## src/adcsr_defs.svh

```systemverilog
// timing, width and reset constants of the converter readout control
// assumes a 200 MHz system clock; included by bare name
`ifndef ADCSR_DEFS_SVH
`define ADCSR_DEFS_SVH
`define ADCSR_RES_W      16
`define ADCSR_CLK_PS     5000
`define ADCSR_CONV_NS    4000
`define ADCSR_CONV_CYC   ((`ADCSR_CONV_NS*1000+`ADCSR_CLK_PS-1)/`ADCSR_CLK_PS)
`define ADCSR_QTR_NS     50
`define ADCSR_QTR_CYC    ((`ADCSR_QTR_NS*1000)/`ADCSR_CLK_PS)
`define ADCSR_LAST_BIT   4'hF
`define ADCSR_LAST_PH    2'h3
`define ADCSR_PH_RISE    2'h1
`define ADCSR_PH_FALL    2'h3
`define ADCSR_ADDR_RST   2'h0
`define ADCSR_SEL_RST    4'h1
`define ADCSR_PIN_W      9
`endif

```

## src/adcsr_pkg.sv

```systemverilog
// types shared by the converter readout control
// no surroundings assumed
package adcsr_pkg;
  typedef enum logic [4:0] {
    S_IDLE = 5'h01,
    S_INT  = 5'h02,
    S_ARM  = 5'h04,
    S_SYNC = 5'h08,
    S_EXT  = 5'h10
  } adcsr_link_e;
  typedef logic [1:0] adcsr_addr_t;
  typedef logic [3:0] adcsr_sel_t;
endpackage : adcsr_pkg

```

## src/adcsr_ctrl.sv

```systemverilog
// control and serial readout of a four-channel 16-bit sampling converter
// assumes pins arrive asynchronously; CONV_DATA comes from the analog core
// on CLK_SYS and is valid when the conversion time has run out
`timescale 1ns/1ps
`default_nettype none
`include "adcsr_defs.svh"

// Behaviour
// - frame marker is one external serial clock period wide per read
// - frame marker only in external clock mode
// - serial clock driven out in internal mode, input in external mode
// - internal mode: a conversion start while the serial link is idle gives exactly 16 clock periods
// - internal mode: data stable across both clock edges
// - result held in shift register, shifted out MSB first
// - external mode: read previous result during conversion or new after
// - external mode: chip select and read/convert choose the access
// - the two write strobes are ORed into one latch enable
// - address latch transparent while both strobes are low
// - chip select falling with read/convert low starts a conversion
// - chip select falling with read/convert high starts a read
// - busy low from start until result loaded into result register, or until power-down
// - channel address captured by the strobe-controlled latch
// - address 00..11 selects analog inputs 1..4
// - read/convert rising with chip select low enables transmission
// - power-down inhibits conversions and keeps the previous result
// - internal mode pulses carry the preceding conversion result
module adcsr_ctrl #(
  parameter int CONV_CYC = `ADCSR_CONV_CYC,
  parameter int QTR_CYC  = `ADCSR_QTR_CYC
) (
  input  wire logic                     CLK_SYS,
  input  wire logic                     RESET,
  input  wire logic                     CS_N,
  input  wire logic                     READ_CONVERT,
  input  wire logic                     POWER_DOWN_INPUT,
  input  wire logic                     CLOCK_SOURCE_SELECT,
  input  wire logic                     MUX_WRITE_STROBE_A_N,
  input  wire logic                     MUX_WRITE_STROBE_B_N,
  input  wire logic                     CHANNEL_ADDR_HI,
  input  wire logic                     CHANNEL_ADDR_LO,
  input  wire logic [`ADCSR_RES_W-1:0]  CONV_DATA,
  input  wire logic                     SERIAL_CLOCK_I,
  output logic                          SERIAL_CLOCK_O,
  output logic                          SERIAL_CLOCK_OE,
  output logic                          SERIAL_DATA,
  output logic                          FRAME_SYNC,
  output logic                          BUSY_N,
  output logic [3:0]                    ANALOG_INPUT_SEL
);

  function automatic adcsr_pkg::adcsr_sel_t dec_sel(
    input adcsr_pkg::adcsr_addr_t a);
    adcsr_pkg::adcsr_sel_t s;
    s = '0;
    s[a] = 1'b1;
    return s;
  endfunction : dec_sel

  //////////////////////////////////////////////////////////////////////////
  // pin synchronisers; meta_q is read only by syn_q
  // no reset: the chain fills with real pin levels while RESET is held,
  // so a pin idling high gives no false edge at release
  logic [`ADCSR_PIN_W-1:0] meta_q;
  logic [`ADCSR_PIN_W-1:0] syn_q;
  logic [`ADCSR_PIN_W-1:0] prv_q;
  logic [`ADCSR_PIN_W-1:0] pin_v;

  assign pin_v = {CS_N, READ_CONVERT, POWER_DOWN_INPUT, CLOCK_SOURCE_SELECT,
                  MUX_WRITE_STROBE_A_N, MUX_WRITE_STROBE_B_N,
                  CHANNEL_ADDR_HI, CHANNEL_ADDR_LO, SERIAL_CLOCK_I};

  always_ff @(posedge CLK_SYS)
  begin
    meta_q <= pin_v;
    syn_q  <= meta_q;
    prv_q  <= syn_q;
  end

  logic cs_s, rc_s, pd_s, ext_s, wr_or, sk_rise, sk_fall;
  logic cs_prv, rc_prv, conv_go, read_go;
  assign cs_s    = syn_q[8];
  assign rc_s    = syn_q[7];
  assign pd_s    = syn_q[6];
  assign ext_s   = syn_q[5];
  assign cs_prv  = prv_q[8];
  assign rc_prv  = prv_q[7];
  assign wr_or   = syn_q[4] | syn_q[3];
  assign sk_rise = syn_q[0] & ~prv_q[0];
  assign sk_fall = ~syn_q[0] & prv_q[0];
  // chip select and read/convert are ORed, so either may fall last; power-down blocks starts
  assign conv_go = (cs_prv | rc_prv) & ~(cs_s | rc_s)
                   & ~pd_s & BUSY_N;
  assign read_go = (cs_prv & ~cs_s & rc_s)
                 | (~rc_prv & rc_s & ~cs_s);

  //////////////////////////////////////////////////////////////////////////
  // conversion timer, result register and address latch
  logic [15:0]                conv_cnt_q, conv_cnt_d;
  logic                       busy_n_d;
  logic [`ADCSR_RES_W-1:0]    res_q, res_d;
  adcsr_pkg::adcsr_addr_t     addr_q, addr_d;
  adcsr_pkg::adcsr_sel_t      sel_d;

  always_comb
  begin
    conv_cnt_d = conv_cnt_q;
    busy_n_d   = BUSY_N;
    res_d      = res_q;
    addr_d     = addr_q;
    if (conv_go)
    begin
      busy_n_d   = 1'b0;
      conv_cnt_d = 16'(CONV_CYC - 1);
    end
    else if (!BUSY_N)
    begin
      if (pd_s)
        busy_n_d = 1'b1;
      else if (conv_cnt_q == '0)
      begin
        busy_n_d = 1'b1;
        res_d    = CONV_DATA;
      end
      else
        conv_cnt_d = conv_cnt_q - 16'h0001;
    end
    if (!wr_or)
      addr_d = syn_q[2:1];
    sel_d = dec_sel(addr_q);
  end

  always_ff @(posedge CLK_SYS)
  begin
    if (RESET)
    begin
      conv_cnt_q       <= '0;
      BUSY_N           <= 1'b1;
      res_q            <= '0;
      addr_q           <= `ADCSR_ADDR_RST;
      ANALOG_INPUT_SEL <= `ADCSR_SEL_RST;
    end
    else
    begin
      conv_cnt_q       <= conv_cnt_d;
      BUSY_N           <= busy_n_d;
      res_q            <= res_d;
      addr_q           <= addr_d;
      ANALOG_INPUT_SEL <= sel_d;
    end
  end

  //////////////////////////////////////////////////////////////////////////
  // serial link: internal clock generator or external clock follower
  adcsr_pkg::adcsr_link_e     st_q, st_d;
  logic [`ADCSR_RES_W-1:0]    sh_q, sh_d;
  logic [3:0]                 bit_q, bit_d;
  logic [1:0]                 ph_q, ph_d;
  logic [15:0]                qtr_q, qtr_d;
  logic                       sclk_d, sync_d;

  always_comb
  begin
    st_d   = st_q;
    sh_d   = sh_q;
    bit_d  = bit_q;
    ph_d   = ph_q;
    qtr_d  = qtr_q;
    sclk_d = SERIAL_CLOCK_O;
    sync_d = FRAME_SYNC;
    unique case (st_q)
      adcsr_pkg::S_IDLE:
      begin
        sclk_d = 1'b0;
        sync_d = 1'b0;
        bit_d  = '0;
        ph_d   = '0;
        qtr_d  = 16'(QTR_CYC - 1);
        // last finished result goes out; a running one is not yet in res_q
        if (!ext_s && conv_go)
        begin
          st_d = adcsr_pkg::S_INT;
          sh_d = res_q;
        end
        else if (ext_s && read_go)
        begin
          st_d = adcsr_pkg::S_ARM;
          sh_d = res_q;
        end
      end
      adcsr_pkg::S_INT:
      begin
        if (qtr_q == '0)
        begin
          qtr_d = 16'(QTR_CYC - 1);
          ph_d  = ph_q + 2'h1;
          // data moves only in the low quarter before each rise
          sclk_d = (ph_d == `ADCSR_PH_RISE) |
                   (ph_d == (`ADCSR_PH_RISE + 2'h1));
          if (ph_q == `ADCSR_LAST_PH)
          begin
            if (bit_q == `ADCSR_LAST_BIT)
              st_d = adcsr_pkg::S_IDLE;
            else
            begin
              bit_d = bit_q + 4'h1;
              sh_d  = {sh_q[`ADCSR_RES_W-2:0], 1'b0};
            end
          end
        end
        else
          qtr_d = qtr_q - 16'h0001;
      end
      adcsr_pkg::S_ARM:
        if (sk_rise)
        begin
          st_d   = adcsr_pkg::S_SYNC;
          sync_d = 1'b1;
        end
      adcsr_pkg::S_SYNC:
        if (sk_rise)
        begin
          st_d   = adcsr_pkg::S_EXT;
          sync_d = 1'b0;
        end
      adcsr_pkg::S_EXT:
        if (sk_fall)
        begin
          if (bit_q == (`ADCSR_LAST_BIT - 4'h1))
            st_d = adcsr_pkg::S_IDLE;
          bit_d = bit_q + 4'h1;
          sh_d  = {sh_q[`ADCSR_RES_W-2:0], 1'b0};
        end
      default:
        st_d = adcsr_pkg::S_IDLE;
    endcase
    // a mode change mid-frame abandons it rather than mixing clocks
    if ((st_q != adcsr_pkg::S_IDLE) &&
        (ext_s != (st_q != adcsr_pkg::S_INT)))
    begin
      st_d   = adcsr_pkg::S_IDLE;
      sclk_d = 1'b0;
      sync_d = 1'b0;
    end
    if (!ext_s)
      sync_d = 1'b0;
  end

  always_ff @(posedge CLK_SYS)
  begin
    if (RESET)
    begin
      st_q            <= adcsr_pkg::S_IDLE;
      sh_q            <= '0;
      bit_q           <= '0;
      ph_q            <= '0;
      qtr_q           <= '0;
      SERIAL_CLOCK_O  <= 1'b0;
      SERIAL_CLOCK_OE <= 1'b0;
      FRAME_SYNC      <= 1'b0;
      SERIAL_DATA     <= 1'b0;
    end
    else
    begin
      st_q            <= st_d;
      sh_q            <= sh_d;
      bit_q           <= bit_d;
      ph_q            <= ph_d;
      qtr_q           <= qtr_d;
      SERIAL_CLOCK_O  <= sclk_d & ~ext_s;
      SERIAL_CLOCK_OE <= ~ext_s;
      FRAME_SYNC      <= sync_d;
      SERIAL_DATA     <= sh_d[`ADCSR_RES_W-1];
    end
  end

  //////////////////////////////////////////////////////////////////////////
  // checks
  logic [4:0] rise_cnt_q;
  always_ff @(posedge CLK_SYS)
  begin
    if (RESET || st_q != adcsr_pkg::S_INT)
      rise_cnt_q <= '0;
    else if (sclk_d & ~SERIAL_CLOCK_O)
      rise_cnt_q <= rise_cnt_q + 5'h01;
  end
endmodule : adcsr_ctrl
`default_nettype wire

```

## config.mk

```make
export PLATFORM = sky130hd
export DESIGN_NAME = adcsr_ctrl
export DESIGN_NICKNAME = d
export VERILOG_FILES = /design/src/adcsr_pkg.sv /design/src/adcsr_ctrl.sv
export VERILOG_INCLUDE_DIRS = /design/src /design/src/src
export SDC_FILE = /design/constraint.sdc
export NUM_CORES = 1
export LEC_CHECK = 0
export ABC_AREA = 1
export BUFFER_PORTS_ARGS = -buffer_cell sky130_fd_sc_hd__buf_4
export CAP_MARGIN = 5
export CORE_ASPECT_RATIO = 0.5
export CORE_UTILIZATION = 54
export CTS_CLUSTER_DIAMETER = 120
export CTS_CLUSTER_SIZE = 28
export DETAILED_ROUTE_END_ITERATION = 8
export PLACE_DENSITY = 0.87
export SYNTH_ARGS = -nofsm -noshare
export SYNTH_HDL_FRONTEND = slang
export SYNTH_SLANG_ARGS = --single-unit
```

## constraint.sdc

```tcl
create_clock -name CLK_SYS -period 1.5 [get_ports CLK_SYS]
set_input_delay 0.3 -clock CLK_SYS [delete_from_list [all_inputs] [get_ports CLK_SYS]]
set_output_delay 0.3 -clock CLK_SYS [all_outputs]
set_load 0.03 [all_outputs]
```

==> results.yml <==
global_routing:
  met3_usage_pct: 7.895
  grt_max_degree: 49
  grtUsageMet1_pct: 30.98
  grt_pass1_vias: 4611
  grt_antenna_before_repair: 0
  busiest_layer: "met2"
  grt_pass1_wl_um: 20490
  grt.total_usage_pct: 28.44
  grt.overflow.total: 0
  grt_util_met2_pct: 53.33
power_and_ir_drop:
  power_density_nw_per_um2: 1569
  p_leak_nw: 3.045
  peakVddDrop_mv: 1.018
  p_clk_share_pct: 23.3
  switchingPower_w: 0.004271
  p_comb_share_pct: 44.3
  p_seq_share_pct: 32.4
  power.switching_fraction_pct: 41.41
  internal_power_w: 0.006044
cells_and_area:
  fillers: 435
  drive_above_1_share_pct: 33.88
  post-route-util_pct: 79.33
  nets: 828
  syn2layout_area_growth_pct: 37.28
  n_antenna_cell: 0
placed_design:
  port_buffers: 35
  gp_congestion: 0.9297
  pre_cts_slack_ns: -0.1192
  dp_hpwl_um: 7667
yosys:
  ys_async_sr_fraction_pct: 0
  syn_avg_cell_area_um2: 7.044
  synth_edf_count: 0
  synth_seq_area_share_pct: 44.31
  yosysWarningCount: 0
  synth-seq-cells: 106
  netlist_instances: 680
  synth_area_um2: 4790
  synth-main-ff-cell: "dfxtp_1"
  ys_types: 33
  syn_nets: 713
die:
  fp.dieW_um: 135.2
  die_h_um: 68.60
  start_util_pct: 57.79
  fp.coreArea_um2: 8288
  io_pins: 36
  fp-row-count: 23
  die_area_um2: 9273
drt:
  detail_route.wl_per_cell_um: 19.11
  postRouteAntennaNets: 0
  drt-vias-per-instance: 6.067
  wl_um: 17430
  drcViolationCount: 0
  dr_total_vias: 5533
  drt-initial-drc-count: 834
  dr.pass1.iters: 6
timing:
  worst_slew_pin_slew_ns: 0.5017
  fin_crit_sh_pct: 115.6
  slew_violations: 0
  grt_setup_unrepaired: "yes"
  fin_worst_skew_ns: 0.01237
  fmax_ghz: 0.5765
  fin_setup_tns_ns: -6.804
  holdWs_ns: 0.03703
  relSlewSlack_pct: 66.41
  hold_viol: 0
  finalSetupViolations: 72
  layout_min_cycle_time_ns: 1.735
  worst_slack_ns: -0.2346
clock_tree:
  htree_num_levels: 3
  holdBufCountCts: 0
  clock_latency_ns: 0.37
  cts_buffers: 9
  cts_num_sinks: 106
  clockBufferDepth: 2
  clk_pin_slew_ns: 0.08
  clockRootBuffer: "clkbuf_16"
  tritoncts: "done"
job:
  maxCapViolations: 0
setup_path:
  cp_max_fo: 17
  start_kind: "flop"
  end_kind: "flop"
  cp.arrival_ns: 2.02
  worstSetupPathType: "flop to flop"
  timing.critical_path.required_ns: 1.78
run_status:
  violations: "setup timing"
  status: "finished with violations"
min_path:
  hold_path.class: "input pin to flop"
[flip-flops by register name, summed over array words and instances (netlist names)]
signal and cells:
ANALOG_INPUT_SEL 4, BUSY_N 1, FRAME_SYNC 1, SERIAL_CLOCK_O 1
SERIAL_CLOCK_OE 1, addr_q 2, bit_q 4, conv_cnt_q 16
meta_q 9, ph_q 2, prv_q 3, qtr_q 16
res_q 16, sh_q 16, st_q 5, syn_q 9
[synthesized netlist by cell type, types with 3 or more instances]
cell	instances	area [µm²]
a21oi_1	47	235.2
buf_2	4	20.02
buf_4	5	37.54
clkbuf_1	8	30.03
dfxtp_1	106	2122
ha_1	6	75.07
inv_1	88	330.3
inv_2	4	15.01
nand2_1	151	566.8
nand3_1	36	180.2
nand3_4	3	52.55
nand4_1	12	75.07
nor2_1	117	439.2
nor2_2	5	31.28
nor3_1	3	15.01
o21ai_0	50	250.2
xnor2_1	3	26.28
xor2_1	10	87.58
[cell families after synthesis]
logic type	Yosys count	share of synthesized area, %
adder cells (fa/ha/maj)	6	1.567
AND/OR/NAND/NOR	338	30.80
flip-flops	106	44.31
buffers and inverters	111	9.509
AO/OA/AOI/OAI	106	11.44
XOR/XNOR	13	2.377
[what timing repair did]
item                       in CTS  in global routing
gates cloned                    1                  1
buffers inserted                8                 11
gates resized for setup        55                110
pin swaps                      16                 35
setup endpoints to repair      57                 77
[worst max-delay path: stages (launching register included)]
cell and delay [ns]:
dfxtp_4 0.36, nor2_4 0.19, nand3_4 0.17, inv_4 0.15, nor2_4 0.06, buf_12 0.15
inv_1 0.09, nand2_1 0.09, o21ai_0 0.13, nor2_1 0.09, nor2_1 0.16
[cell type report]
cell class	count	area (µm²)	area share (%)
clock inverters	7	63.81	0.9705
clock buffers	9	225.2	3.425
repair buffers	123	1056	16.06
well taps	112	140.1	2.131
multi-input cells	463	2582	39.28
flip-flops and latches	106	2143	32.60
inverters	92	364.1	5.538
[final timing paths]
kind | slack [ns] | endpoint | cells after the start | startpoint
setup / recovery | -0.23 | sh_q[1]$_SDFFE_PP0P_ | 10 | st_q[3]$_SDFFE_PP0P_
hold / removal | 0.04 | meta_q[6]$_DFF_P_ | 1 | POWER_DOWN_INPUT
setup reg to reg | -0.23 | sh_q[1]$_SDFFE_PP0P_ | 10 | st_q[3]$_SDFFE_PP0P_
hold reg to reg | 0.33 | syn_q[0]$_DFF_P_ | 0 | meta_q[0]$_DFF_P_
[power by group through the flow]
stage                     combinational (W)  clock (W)  sequential, W
after floorplan                     0.00210          0        0.00330
after global placement              0.00296          0        0.00328
after detailed placement            0.00310          0        0.00329
after CTS                           0.00344    0.00235        0.00325
after global routing                0.00479    0.00250        0.00336
final                               0.00457    0.00240        0.00335
[layer usage]
layer / share of wire [%] / routed length (µm)
met5: 0 / 0
met4: 7.2 / 1252
met3: 10 / 1813
met2: 46 / 8091
met1: 36 / 6269
[cells in the final DEF (no fill, tap or decap), types with 4 or more instances in the layout]
master | netlist | final
o21ai_1 | 1 | 12
inv_1 | 88 | 71
inv_6 | 0 | 6
nand3_1 | 36 | 31
a21oi_2 | 1 | 17
nand2_2 | 2 | 16
inv_4 | 0 | 4
buf_12 | 0 | 5
nand3_2 | 0 | 5
nor2_4 | 2 | 11
clkbuf_16 | 0 | 10
dfxtp_1 | 106 | 93
inv_2 | 4 | 15
nand2_1 | 151 | 127
dfxtp_2 | 0 | 11
buf_4 | 5 | 104
nand4_1 | 12 | 12
nor2_1 | 117 | 93
nor2_2 | 5 | 20
nand2_4 | 1 | 11
o21ai_0 | 50 | 37
xor2_1 | 10 | 8
a21oi_1 | 47 | 31
buf_6 | 2 | 12
[per-stage QoR]
stage	std cells	total power, W	cell area (µm²)
4_1_cts	900	0.009035	6145
6_report	912	0.01032	6575
3_5_place_dp	875	0.006387	5635
2_1_floorplan	680	0.005401	4790
3_3_place_gp	875	0.006242	5635
5_1_grt	912	0.01065	6575
No activity file was read; power rests on OpenSTA's default activity.
